`config.mk`:
```
export PLATFORM = sky130hd
export DESIGN_NAME = bsc_top
export DESIGN_NICKNAME = d
export VERILOG_FILES = /design/src/design/bsc_pkg.sv /design/src/design/bsc_coef_store.sv /design/src/design/bsc_top.sv
export SDC_FILE = /design/constraint.sdc
export NUM_CORES = 2
export LEC_CHECK = 0
export ABC_AREA = 0
export BUFFER_PORTS_ARGS = -buffer_cell sky130_fd_sc_hd__buf_2
export CAP_MARGIN = 15
export CORE_MARGIN = 2
export CORE_UTILIZATION = 58
export CTS_BUF_LIST = sky130_fd_sc_hd__clkbuf_16
export CTS_CLUSTER_DIAMETER = 100
export DETAILED_ROUTE_END_ITERATION = 7
export PLACE_DENSITY = 0.88
export SLEW_MARGIN = 25
export SYNTH_ARGS = -nofsm -noshare
export SYNTH_HDL_FRONTEND = slang
export SYNTH_SLANG_ARGS = --single-unit
```
`constraint.sdc`:
```
create_clock -name CLK -period 10.7 [get_ports CLK]
set_input_delay 2.14 -clock CLK [delete_from_list [all_inputs] [get_ports CLK]]
set_output_delay 2.14 -clock CLK [all_outputs]
set_load 0.01 [all_outputs]
```
`src/design/bsc_pkg.sv`:
```
/*
 * bsc_pkg: shared constants for the bridge signal correction block:
 * command codes, store addresses, coefficient slots, scratch slots,
 * saturation bounds and sequencing counts.
 * Assumes one 125 MHz clock domain; nothing here is timing dependent.
 */
package bsc_pkg;

    // command codes seen on the command port
    localparam logic [7:0] BSC_CMD_WR_BASE = 8'h40;
    localparam logic [7:0] BSC_CMD_RD_BASE = 8'h00;
    localparam logic [7:0] BSC_CMD_BR_NV = 8'hA2;
    localparam logic [7:0] BSC_CMD_BR_HOST = 8'hA3;
    localparam logic [7:0] BSC_CMD_T_NV = 8'hA6;
    localparam logic [7:0] BSC_CMD_T_HOST = 8'hA7;
    localparam logic [7:0] BSC_CMD_CORR = 8'hAA;
    localparam logic [7:0] BSC_CMD_EXT = 8'h3F;
    localparam logic [7:0] BSC_CMD_PROG = 8'hC3;

    // store geometry and addresses
    localparam int BSC_AW = 5;
    localparam int BSC_DEPTH = 32;
    localparam logic [4:0] BSC_ADDR_ID_LOW = 5'h00;
    localparam logic [4:0] BSC_ADDR_ID_HIGH = 5'h01;
    localparam logic [4:0] BSC_ADDR_COEF_BASE = 5'h02;
    localparam logic [4:0] BSC_ADDR_BR_SETUP = 5'h10;
    localparam logic [4:0] BSC_ADDR_T_SETUP = 5'h18;
    localparam logic [4:0] BSC_ADDR_LAST = 5'h1F;

    // coefficient slots, fetched in this order from the coefficient base
    localparam int BSC_C_OFFSET = 0;
    localparam int BSC_C_GAIN = 1;
    localparam int BSC_C_TCG = 2;
    localparam int BSC_C_TCO = 3;
    localparam int BSC_C_GAIN_DRIFT_QUADRATIC_COEF = 4;
    localparam int BSC_C_OFFSET_DRIFT_QUADRATIC_COEF = 5;
    localparam int BSC_C_LIN = 6;
    localparam int BSC_C_TREF = 7;
    localparam int BSC_C_SHAPE = 8;
    localparam int BSC_NCOEF = 9;
    localparam int BSC_SHAPE_BIT = 0;

    // scratch slots of the sequential datapath
    localparam logic [2:0] BSC_W_DT = 3'd0;
    localparam logic [2:0] BSC_W_TA = 3'd1;
    localparam logic [2:0] BSC_W_TB = 3'd2;
    localparam logic [2:0] BSC_W_K1 = 3'd3;
    localparam logic [2:0] BSC_W_K2 = 3'd4;
    localparam logic [2:0] BSC_W_P = 3'd5;
    localparam logic [2:0] BSC_W_Z = 3'd6;
    localparam logic [2:0] BSC_W_Q = 3'd7;

    // sequencing counts
    localparam logic [4:0] BSC_LAST_FETCH = 5'd9;
    localparam logic [4:0] BSC_LAST_STEP = 5'd16;
    localparam int BSC_FRAC = 15;

    // fixed-point constants and bounds
    localparam logic signed [19:0] BSC_ONE = 20'sh0_8000;
    localparam logic signed [19:0] BSC_NIL = 20'sh0_0000;
    localparam logic signed [39:0] BSC_S18_MAX = 40'sh00_0001_FFFF;
    localparam logic signed [39:0] BSC_S18_MIN = -40'sh00_0002_0000;
    localparam logic signed [39:0] BSC_U16_MAX = 40'sh00_0000_FFFF;
    localparam logic signed [39:0] BSC_ZERO = 40'sh00_0000_0000;
    localparam int BSC_SAT_BIT = 0;

endpackage : bsc_pkg

```
`src/design/bsc_coef_store.sv`:
```
/*
 * bsc_coef_store: volatile shadow copy and non-volatile store of the
 * calibration words, with a copy engine that programs the whole shadow
 * into the non-volatile array, and one registered read port.
 * Assumes the caller never writes the shadow while a copy is running.
 */
`timescale 1ns/1ps

module bsc_coef_store
    import bsc_pkg::*;
(
    // clock and reset
    input wire logic clk,
    input wire logic rst,
    // shadow write port
    input wire logic wr_en,
    input wire logic [4:0] wr_addr,
    input wire logic [17:0] wr_data,
    // programming
    input wire logic prog_start,
    output logic prog_busy,
    // read port, data one cycle after the address
    input wire logic rd_nv,
    input wire logic [4:0] rd_addr,
    output logic [17:0] rd_data
);

    logic [17:0] shadow_mem [0:BSC_DEPTH-1];
    logic [17:0] nv_mem [0:BSC_DEPTH-1];
    logic [4:0] copy_q;
    logic busy_q;

    assign prog_busy = busy_q;

    always_ff @(posedge clk) begin
        if (wr_en) begin
            shadow_mem[wr_addr] <= wr_data;
        end
    end

    always_ff @(posedge clk) begin
        if (busy_q) begin
            nv_mem[copy_q] <= shadow_mem[copy_q];
        end
    end

    // copy engine walks every address once, one word per cycle
    always_ff @(posedge clk) begin
        if (rst) begin
            busy_q <= 1'b0;
            copy_q <= '0;
        end else if (!busy_q) begin
            busy_q <= prog_start;
            copy_q <= '0;
        end else begin
            copy_q <= copy_q + 5'd1;
            if (copy_q == BSC_ADDR_LAST) begin
                busy_q <= 1'b0;
            end
        end
    end

    // registered read keeps the long datapath off the array outputs
    always_ff @(posedge clk) begin
        if (rst) begin
            rd_data <= '0;
        end else begin
            rd_data <= rd_nv ? nv_mem[rd_addr] : shadow_mem[rd_addr];
        end
    end

endmodule : bsc_coef_store

```
`src/design/bsc_top.sv`:
```
/*
 * bsc_top: calibration command handling and the fixed-point bridge
 * correction datapath. Commands arrive already deframed as code plus
 * data word; raw readings come from the converter front end.
 * Assumes command port and front end run on CLK; no synchronisers.
 */
`timescale 1ns/1ps

module bsc_top
    import bsc_pkg::*;
(
    // clock and reset
    input wire logic CLK,
    input wire logic RST,
    // command port
    input wire logic CMD_VALID,
    input wire logic [7:0] CMD_CODE,
    input wire logic [15:0] CMD_DATA,
    output logic CMD_READY,
    // converter front end
    output logic MEAS_START,
    output logic MEAS_TEMP,
    output logic [15:0] MEAS_CONFIG,
    input wire logic RAW_VALID,
    input wire logic [17:0] RAW_DATA,
    // results
    output logic RESULT_VALID,
    output logic [17:0] RESULT_DATA,
    output logic [7:0] RESULT_STATUS,
    // programming
    output logic PROG_BUSY
);

    typedef enum logic [2:0] {
        ST_IDLE, ST_CFG, ST_READ, ST_LAUNCH, ST_WAIT, ST_FETCH, ST_CALC, ST_DONE
    } bsc_state_t;

    bsc_state_t state_q, state_d;
    logic [4:0] step_q, step_d;
    logic [15:0] cfg_q;
    logic temp_q, corr_q, sat_q;
    logic [1:0] ext_q;
    logic [17:0] traw_q, braw_q, result_q;
    logic [17:0] c_q [0:BSC_NCOEF-1];
    logic [17:0] w_q [0:7];
    logic prog_busy;
    logic [17:0] rd_data;

    function automatic logic signed [19:0] x20(input logic [17:0] v);
        return {{2{v[17]}}, v};
    endfunction : x20

    // command decode
    wire cmd_take = CMD_VALID && (state_q == ST_IDLE) && !prog_busy;
    wire is_wr = (CMD_CODE[7:5] == BSC_CMD_WR_BASE[7:5]);
    wire is_rd = (CMD_CODE[7:5] == BSC_CMD_RD_BASE[7:5]);
    wire is_ext = (CMD_CODE == BSC_CMD_EXT);
    wire is_prog = (CMD_CODE == BSC_CMD_PROG);
    wire is_br_nv = (CMD_CODE == BSC_CMD_BR_NV);
    wire is_br_host = (CMD_CODE == BSC_CMD_BR_HOST);
    wire is_t_nv = (CMD_CODE == BSC_CMD_T_NV);
    wire is_t_host = (CMD_CODE == BSC_CMD_T_HOST);
    wire is_corr = (CMD_CODE == BSC_CMD_CORR);
    wire is_temp = is_t_nv || is_t_host;
    wire is_host_cfg = is_br_host || is_t_host;
    wire is_nv_cfg = is_br_nv || is_t_nv || is_corr;

    // code low bits pick the word
    wire wr_en = cmd_take && is_wr;
    wire [4:0] wr_addr = CMD_CODE[4:0];
    wire [17:0] wr_data = {ext_q, CMD_DATA};

    wire [4:0] cfg_addr = is_t_nv ? BSC_ADDR_T_SETUP : BSC_ADDR_BR_SETUP;
    wire [4:0] fetch_addr = BSC_ADDR_COEF_BASE + step_q;
    wire in_fetch = (state_q == ST_FETCH);
    wire rd_nv = in_fetch || !is_rd;
    wire [4:0] rd_addr = in_fetch ? fetch_addr : (is_rd ? CMD_CODE[4:0] : cfg_addr);
    wire [4:0] fetch_idx = step_q - 5'd1;
    wire shape_s = c_q[BSC_C_SHAPE][BSC_SHAPE_BIT];

    bsc_coef_store u_store (
        .clk(CLK),
        .rst(RST),
        .wr_en(wr_en),
        .wr_addr(wr_addr),
        .wr_data(wr_data),
        .prog_start(cmd_take && is_prog),
        .prog_busy(prog_busy),
        .rd_nv(rd_nv),
        .rd_addr(rd_addr),
        .rd_data(rd_data)
    );

    // port drives; data outputs all come from registers
    assign CMD_READY = (state_q == ST_IDLE) && !prog_busy;
    assign MEAS_START = (state_q == ST_LAUNCH);
    assign MEAS_TEMP = temp_q;
    assign MEAS_CONFIG = cfg_q;
    assign RESULT_VALID = (state_q == ST_DONE);
    assign RESULT_DATA = result_q;
    assign RESULT_STATUS = {7'b000_0000, sat_q};
    assign PROG_BUSY = prog_busy;

    // sequencing
    always_comb begin
        state_d = state_q;
        case (state_q)
            ST_IDLE: begin
                if (cmd_take && is_rd) begin
                    state_d = ST_READ;
                end else if (cmd_take && is_nv_cfg) begin
                    state_d = ST_CFG;
                end else if (cmd_take && is_host_cfg) begin
                    state_d = ST_LAUNCH;
                end
            end
            ST_CFG: state_d = ST_LAUNCH;
            ST_READ: state_d = ST_DONE;
            ST_LAUNCH: state_d = ST_WAIT;
            ST_WAIT: begin
                if (RAW_VALID) begin
                    state_d = corr_q ? ST_FETCH : ST_DONE;
                end
            end
            ST_FETCH: begin
                if (step_q == BSC_LAST_FETCH) begin
                    state_d = ST_CALC;
                end
            end
            ST_CALC: begin
                if (step_q == BSC_LAST_STEP) begin
                    state_d = ST_DONE;
                end
            end
            ST_DONE: state_d = ST_IDLE;
            default: state_d = ST_IDLE;
        endcase
    end

    assign step_d = (state_d != state_q) ? 5'd0 : step_q + 5'd1;

    always_ff @(posedge CLK) begin
        if (RST) begin
            state_q <= ST_IDLE;
            step_q <= '0;
        end else begin
            state_q <= state_d;
            step_q <= step_d;
        end
    end

    // one shared multiply/add unit; the step table below picks operands
    logic signed [19:0] op_a, op_b;
    logic do_mul;
    logic signed [39:0] lim_lo, lim_hi;
    logic [2:0] dst;

    wire signed [19:0] dt = x20(w_q[BSC_W_DT]);
    wire signed [19:0] zv = x20(w_q[BSC_W_Z]);
    wire signed [19:0] z_abs = zv[19] ? -zv : zv;

    always_comb begin
        op_a = BSC_NIL;
        op_b = BSC_NIL;
        do_mul = 1'b0;
        lim_lo = BSC_S18_MIN;
        lim_hi = BSC_S18_MAX;
        dst = BSC_W_DT;
        case (step_q)
            5'd0: begin
                op_a = x20(traw_q);
                op_b = -x20(c_q[BSC_C_TREF]);
            end
            5'd1: begin
                op_a = x20(c_q[BSC_C_GAIN_DRIFT_QUADRATIC_COEF]);
                op_b = dt;
                do_mul = 1'b1;
                dst = BSC_W_TA;
            end
            5'd2: begin
                op_a = x20(w_q[BSC_W_TA]);
                op_b = x20(c_q[BSC_C_TCG]);
                dst = BSC_W_TA;
            end
            5'd3: begin
                op_a = dt;
                op_b = x20(w_q[BSC_W_TA]);
                do_mul = 1'b1;
                dst = BSC_W_TA;
            end
            5'd4: begin
                op_a = BSC_ONE;
                op_b = x20(w_q[BSC_W_TA]);
                dst = BSC_W_K1;
            end
            5'd5: begin
                op_a = x20(c_q[BSC_C_OFFSET_DRIFT_QUADRATIC_COEF]);
                op_b = dt;
                do_mul = 1'b1;
                dst = BSC_W_TB;
            end
            5'd6: begin
                op_a = x20(w_q[BSC_W_TB]);
                op_b = x20(c_q[BSC_C_TCO]);
                dst = BSC_W_TB;
            end
            5'd7: begin
                op_a = dt;
                op_b = x20(w_q[BSC_W_TB]);
                do_mul = 1'b1;
                dst = BSC_W_TB;
            end
            5'd8: begin
                op_a = x20(braw_q);
                op_b = x20(w_q[BSC_W_TB]);
                dst = BSC_W_TB;
            end
            5'd9: begin
                op_a = x20(c_q[BSC_C_OFFSET]);
                op_b = x20(w_q[BSC_W_TB]);
                dst = BSC_W_K2;
            end
            5'd10: begin
                op_a = x20(w_q[BSC_W_K1]);
                op_b = x20(w_q[BSC_W_K2]);
                do_mul = 1'b1;
                dst = BSC_W_P;
            end
            5'd11: begin
                op_a = x20(c_q[BSC_C_GAIN]);
                op_b = x20(w_q[BSC_W_P]);
                do_mul = 1'b1;
                dst = BSC_W_Z;
            end
            5'd12: begin
                op_a = zv;
                op_b = shape_s ? BSC_NIL : BSC_ONE;
                lim_lo = shape_s ? BSC_S18_MIN : BSC_ZERO;
                dst = BSC_W_Z;
            end
            5'd13: begin
                op_a = x20(c_q[BSC_C_LIN]);
                op_b = shape_s ? z_abs : zv;
                do_mul = 1'b1;
                dst = BSC_W_Q;
            end
            5'd14: begin
                op_a = x20(w_q[BSC_W_Q]);
                op_b = BSC_ONE;
                dst = BSC_W_Q;
            end
            5'd15: begin
                op_a = zv;
                op_b = x20(w_q[BSC_W_Q]);
                do_mul = 1'b1;
                lim_lo = shape_s ? BSC_S18_MIN : BSC_ZERO;
                lim_hi = shape_s ? BSC_S18_MAX : BSC_U16_MAX;
                dst = BSC_W_Q;
            end
            5'd16: begin
                op_a = x20(w_q[BSC_W_Q]);
                op_b = shape_s ? BSC_ONE : BSC_NIL;
                lim_lo = BSC_ZERO;
                lim_hi = BSC_U16_MAX;
                dst = BSC_W_Q;
            end
            default: begin
                dst = BSC_W_DT;
            end
        endcase
    end

    wire signed [39:0] prod = op_a * op_b;
    wire signed [39:0] prod_sh = prod >>> BSC_FRAC;
    wire signed [39:0] sum = {{20{op_a[19]}}, op_a} + {{20{op_b[19]}}, op_b};
    wire signed [39:0] alu_raw = do_mul ? prod_sh : sum;
    wire alu_hi = (alu_raw > lim_hi);
    wire alu_lo = (alu_raw < lim_lo);
    wire alu_sat = alu_hi || alu_lo;
    wire signed [39:0] alu_clamped = alu_hi ? lim_hi : (alu_lo ? lim_lo : alu_raw);
    wire [17:0] alu_res = alu_clamped[17:0];
    wire calc_last = (state_q == ST_CALC) && (step_q == BSC_LAST_STEP);

    // command side registers and setup word
    always_ff @(posedge CLK) begin
        if (RST) begin
            cfg_q <= '0;
            temp_q <= 1'b0;
            corr_q <= 1'b0;
            ext_q <= '0;
        end else begin
            if (cmd_take) begin
                temp_q <= is_temp;
                corr_q <= is_corr;
            end
            if (cmd_take && is_host_cfg) begin
                cfg_q <= CMD_DATA;
            end else if (state_q == ST_CFG) begin
                cfg_q <= rd_data[15:0];
            end
            // upper coefficient bits apply to the next write only
            if (cmd_take && is_ext) begin
                ext_q <= CMD_DATA[1:0];
            end else if (wr_en) begin
                ext_q <= '0;
            end
        end
    end

    // raw readings and result word
    always_ff @(posedge CLK) begin
        if (RST) begin
            traw_q <= '0;
            braw_q <= '0;
            result_q <= '0;
        end else if (state_q == ST_WAIT && RAW_VALID) begin
            if (temp_q) begin
                traw_q <= RAW_DATA;
            end else begin
                braw_q <= RAW_DATA;
            end
            result_q <= RAW_DATA;
        end else if (state_q == ST_READ) begin
            result_q <= rd_data;
        end else if (calc_last) begin
            result_q <= {2'b00, alu_res[15:0]};
        end
    end

    always_ff @(posedge CLK) begin
        if (RST) begin
            sat_q <= 1'b0;
        end else if (cmd_take) begin
            sat_q <= 1'b0;
        end else if (state_q == ST_CALC) begin
            sat_q <= sat_q || alu_sat;
        end
    end

    // coefficient fetch and scratch slots; data trails the address by one
    always_ff @(posedge CLK) begin
        if (RST) begin
            for (int i = 0; i < BSC_NCOEF; i++) begin
                c_q[i] <= '0;
            end
            for (int j = 0; j < 8; j++) begin
                w_q[j] <= '0;
            end
        end else if (in_fetch && step_q != 5'd0) begin
            c_q[fetch_idx[3:0]] <= rd_data;
        end else if (state_q == ST_CALC) begin
            w_q[dst] <= alu_res;
        end
    end

endmodule : bsc_top
```
# --- Yosys cells after proc, flatten, opt, wreduce, memory -nomap -nowiden ---
# Memory sizes are Yosys's and may differ from the RTL's. A register that Yosys moved wholly into a read port is not among the register bits.
# Index checks and enable logic that the tools add are counted.
totals:
  wordCells: 164
  register_bits: 107
  mem_count: 4
  input_bits: 46
  ramBits: 1458
  output_inout_bits: 47
memory_table:
  columns: ["name", "words", "word_bits", "read_ports", "rd_ports_with_merged_regs", "wr", "line_no", "rtl"]
  rows:
  - ["u_store.nv_mem", 32, 18, 1, 0, 1, "bsc_coef_store.sv:29", "logic [17:0] nv_mem [0:BSC_DEPTH-1];"]
  - ["u_store.shadow_mem", 32, 18, 2, 1, 1, "bsc_coef_store.sv:28", "logic [17:0] shadow_mem [0:BSC_DEPTH-1];"]
  - ["c_q", 9, 18, 9, 0, 9, "bsc_top.sv:44", "logic [17:0] c_q [0:BSC_NCOEF-1];"]
  - ["w_q", 8, 18, 8, 0, 8, "bsc_top.sv:45", "logic [17:0] w_q [0:7];"]
op_classes:
  bitwise_logic: 2
  multipliers: 1
  muxes: 56
  eq_ne: 33
  n_lt_le_gt_ge: 2
  n_reduce_logical: 46
  n_addsub: 7
ops:
  columns: ["op", "n"]
  rows:
  - ["$pmux W20 S14", 1]
  - ["$pmux W20 S13", 1]
  - ["$mux W18", 8]
  - ["$mux W40", 2]
  - ["$pmux W40 S2", 1]
  - ["$mux W16", 4]
  - ["$eq A8 B8 Y1 const B", 6]
  - ["$eq A5 B4 Y1 const B", 8]
  - ["$gt A40 B18 Y1", 1]
  - ["$lt A40 B40 Y1", 1]
  - ["$mul A20 B20 Y40", 1]
  - ["$mux W20", 2]
  - ["$neg A18 Y20", 2]
  - ["$reduce_or A18 Y1", 2]
  - ["$pmux W17 S2", 1]
  - ["$pmux W3 S8", 1]
  - ["$add A20 B20 Y21", 1]
  - ["$mux W3", 7]
  - ["$pmux W3 S7", 1]
  - ["$eq A5 B3 Y1 const B", 4]
  - ["$mux W1", 18]
  - ["$reduce_or A2 Y1", 9]
  - ["$mux W17", 1]
  - ["$mux W5", 3]
  - ["26 further kinds", 61]

# --- Longest topological paths before layout ---
# An unclocked memory read counts as a cell.
depth:
  ltp_word: 13
  mapped_depth: 56
  ltp_nobuf: 48

# --- Modules after synthesis ---
# Synthesis repeated with hierarchy kept, for this count alone.
unflattened:
  cells_unflattened: 5998
  hier_area_um2: 83587.7
by_module_without_submodules:
  columns: ["mod", "cells_each", "area_per_inst_um2", "n_inst"]
  rows:
  - ["bsc_coef_store", 2350, 49218.5, 1]
  - ["bsc_top", 3648, 34369.2, 1]

# --- Least setup slack after synthesis ---
# No wires, ideal clock.
synth_timing:
  path_kind: "register to register"
  from: "register step_q[2]"
  to: "memory w_q[0][17] (data pin)"
  period_less_slack_ns: 11.774
  path_stages_with_launch: 50
  setup_time_ns: 0.277
  t_arrival_ns: 11.497
  slack_ns: -1.074
  t_required_ns: 10.423
  cell_sequence: "dfxtp_1 > buf_4 > buf_4 > buf_4 > buf_1 > clkbuf_1 > and3_1 > ha_1 > clkbuf_1 > buf_1 > a222oi_1 > nand4_1 > clkbuf_1 > nand2_1 > fa_1 > inv_1 > fa_1 > inv_1 > [... 14 more ...] > a211oi_2 > nor2_1 > nand2_1 > o21ai_0 > xnor2_1 > o21ai_0 > ha_1 > a21oi_1 > nor2b_1 > o21ai_0 > nand2_1 > nor3_1 > a211oi_1 > a21o_1 > a31o_2 > buf_2 > mux2i_1 > nor3_1"
synth_lines:
  columns: ["item", "line_no", "rtl"]
  rows:
  - ["start: declaration", "bsc_top.sv:39", "logic [4:0] step_q, step_d;"]
  - ["start signal: assignment", "bsc_top.sv:148", "step_q <= step_d;"]
  - ["end: declaration", "bsc_top.sv:45", null]

==> impl_metrics.yaml <==
run_status:
  status: "finished, violations left"
  failed_checks: "DRC, capacitance limit, slew limit, setup timing"
critical_path:
  crit_arrival_ns: 11.66
  crit_fanout: 10
  required_ns: 11.24
  slowest_stage: "fa_1"
  endpoint_kind: "flip-flop"
  critPathMostFrequentCell: "fa_1"
  r2r_slack_ns: -0.41
  start_kind: "flip-flop"
  max_stage_delay_ns: 0.55
  path_class: "flip-flop to flip-flop"
clock_tree:
  clk_path_buf_depth: 3
  worst_skew_pair.late_latency_ns: 0.81
  cts_made_buffers: 144
  htreeDepth: 4
  clkSinkCount: 1548
  tritoncts: "yes"
  ctsHoldBuffers: 0
  cts_root_buffer: "clkbuf_16"
  clk_pin_slew_ns: 0.06
timing:
  post-route-period-util: 1.04
  tightest_slew_ns: 1.52
  skew_ns: 0.0299
  setup_viol: 161
  fmax_ghz: 0.0900
  hold_viol_final: 0
  min_period_ns: 11.11
  slew_violations: 16
  slew_headroom: -0.0116
  setup_slack_ns: -0.413
  rsz0062_at_grt: "true"
routing:
  drt_wl_total_um: 294000
  dr_wl_met2_um: 126000
  num_vias: 67800
  firstDrtPassIters: 8
  route.detailed.drc: 18
  ant_nets: 0
  top_layer: "met5"
  wirelength_met1_um: 99000
  wl_met3_um: 51000
  drt_iter0_markers: 12700
  post_drt_wl_per_cell_um: 30.4
  routed_via_density: 7.00
synth:
  syn_area_um2: 84700
  synth_edf_count: 1441
  syn_inst: 7143
  ys_async_sr_fraction: 0
  avgSynthCellArea_um2: 11.9
  ys_seq_area_frac: 0.536
  synth-seq-cells: 1548
  ys.flop_type: "edfxtp_1"
  synth_cell_types: 95
  yosysWarnings: 0
pwr:
  p_total_uw: 29800
  leakage_uw: 0.0374
  p_per_area_nw_per_um2: 302
  irDropWorstVdd_uv: 741
finish:
  final_cell_mix: "1,441 x edfxtp_1, 978 x nand2_1, 671 x buf_4, 536 x inv_1, 463 x a211oi_1"
  final_cells: 9678
  fin_nets: 8235
  design_area_um2: 98800
  final_common_cell: "edfxtp_1"
  syn2layout_area_growth_pct: 16.6
  drive_gt1_frac: 0.202
global_routing:
  antenna_found_initial: 15
  grt_usage: 0.388
  overflow: 0
  grt_max_degree: 202
  grt_pass1_vias: 65700
  grt_pass1_wl_um: 424000
floorplan:
  die_w_um: 386
  start_util: 0.583
  dieArea_um2: 149000
  die_h_um: 386
  num_rows: 140
  design.core.area_um2: 145000
  ioPinCount: 93
placed_design:
  place_area_um2: 91900
  dp_slack_ns: -0.850
  portBuffers: 85
  place.gp.congestion: 1.05
  hpwl_um: 189000
  dp.cells: 9321
job:
  max_cap_violations: 1
worst_hold_path:
  hp-class: "flip-flop to flip-flop"
==> power by group <==
part / internal [uW] / switching, uW
Sequential: 6680 / 240
Combinational: 7550 / 10200
Clock: 2730 / 2340
==> flip-flops by register name (all words and copies together), names as in the netlist <==
signal              count
c_q                   145
w_q                   144
u_store.nv_mem        576
state_q                 3
braw_q                 18
traw_q                 18
u_store.prog_busy       1
corr_q                  1
RESULT_DATA            18
ext_q                   2
u_store.shadow_mem    576
MEAS_TEMP               1
sat_q                   1
u_store.rd_data        18
step_q                  5
u_store.copy_q          5
MEAS_CONFIG            16
==> per-layer routing <==
| metal | vias to the layer above | GRT usage |
|---|---|---|
| met5 | - | 0 |
| met3 | 1336 | 0.144 |
| li1 | 27100 | - |
| met1 | 32700 | 0.517 |
| met2 | 6576 | 0.566 |
| met4 | 24 | 0.185 |
==> critical path: cells and delay by family, from the launching register on <==
kind / cells / cell delay [ns]
AOI/OAI and AO/OA: 10 / 2.84
buffers and inverters: 15 / 1.50
xor gates and xnor gates: 1 / 0.07
and+or+nand+nor: 8 / 1.35
muxes: 2 / 0.60
adders and majority gates: 10 / 4.03
DFF: 1 / 0.40
==> cell families (layout without fill, tap and decap cells) <==
group / count (synthesis) / after routing / share of synthesized area
xor+xnor: 77 / 77 / 0.00796
buf+inv: 1069 / 1678 / 0.0490
fa+ha+maj: 544 / 544 / 0.115
simple gates: 2162 / 2162 / 0.120
flops: 1548 / 1548 / 0.536
compound gates: 1556 / 1556 / 0.128
other cells: 1 / 10 / 0.0000443
mux: 186 / 186 / 0.0433
==> per-stage QoR <==
step / utilization / hold slack, ns / TNS (ns)
after CTS: 0.674 / 0.453 / -20.45
after detailed placement: 0.632 / 0.446 / -123.83
after global placement: 0.631 / 0.440 / -119.36
after floorplan: - / 0.427 / 0
final: 0.679 / 0.452 / -55.87
after global routing: 0.679 / 0.476 / -74.00
==> final timing paths <==
| path | start | endpoint | cells past startpoint |
|---|---|---|---|
| hold / removal | corr_q$_SDFFE_PP0P_ | corr_q$_SDFFE_PP0P_ | 2 |
| setup reg to reg | step_q[0]$_SDFF_PP0_ | w_q[4][2]$_SDFFCE_PN0P_ | 46 |
| setup / recovery | step_q[0]$_SDFF_PP0_ | w_q[4][2]$_SDFFCE_PN0P_ | 46 |
| hold reg to reg | corr_q$_SDFFE_PP0P_ | corr_q$_SDFFE_PP0P_ | 2 |
==> what timing repair did <==
action / in CTS / in global routing
setup buffers: 65 / 24
setup endpoints to repair: 161 / 161
pin swaps: 67 / 55
resized for setup: 202 / 115
cloned: 6 / 10
==> area by class of cell <==
type,count,area [um^2]
tap,1917,2400
antenna,3,7.51
inverter,541,2060
clock inverter,108,756
timing repair buffer,878,7550
fill,9518,46600
sequential,1548,45400
clock buffer,151,3780
multi-input combinational,4532,36800
==> cells in the mapped netlist, drive strengths merged (6+ instances only) <==
cell type	number	area share
buf	74	0.0049
a311oi	148	0.015
mux2i	37	0.0044
a221o	21	0.0025
a222oi	22	0.0026
nand3b	11	0.00097
a211oi	472	0.042
o22ai	18	0.0013
inv	535	0.024
o21ai	81	0.0048
nand2b	25	0.0018
ha	149	0.022
a22oi	129	0.011
a211o	8	0.00083
o2111ai	7	0.00072
or4	8	0.00071
nand4	50	0.0037
nand2	1000	0.044
or3	6	0.00044
nor4	22	0.0017
clkbuf	454	0.020
a21o	24	0.0021
a21oi	342	0.020
a31oi	177	0.013
nor4b	10	0.0014
xor2	29	0.0030
nor3b	6	0.00066
mux4	144	0.038
and2	344	0.025
dfxtp	107	0.025
a221oi	19	0.0020
xnor2	48	0.0050
nand3	38	0.0022
edfxtp	1441	0.51
nor2	340	0.015
clkinv	6	0.00027
or3b	6	0.00062
a22o	29	0.0030
a2111oi	6	0.00062
nor3	94	0.0056
nor2b	29	0.0021
or2	12	0.00092
and3	145	0.011
fa	395	0.093
(Power assumes the default switching activity.)
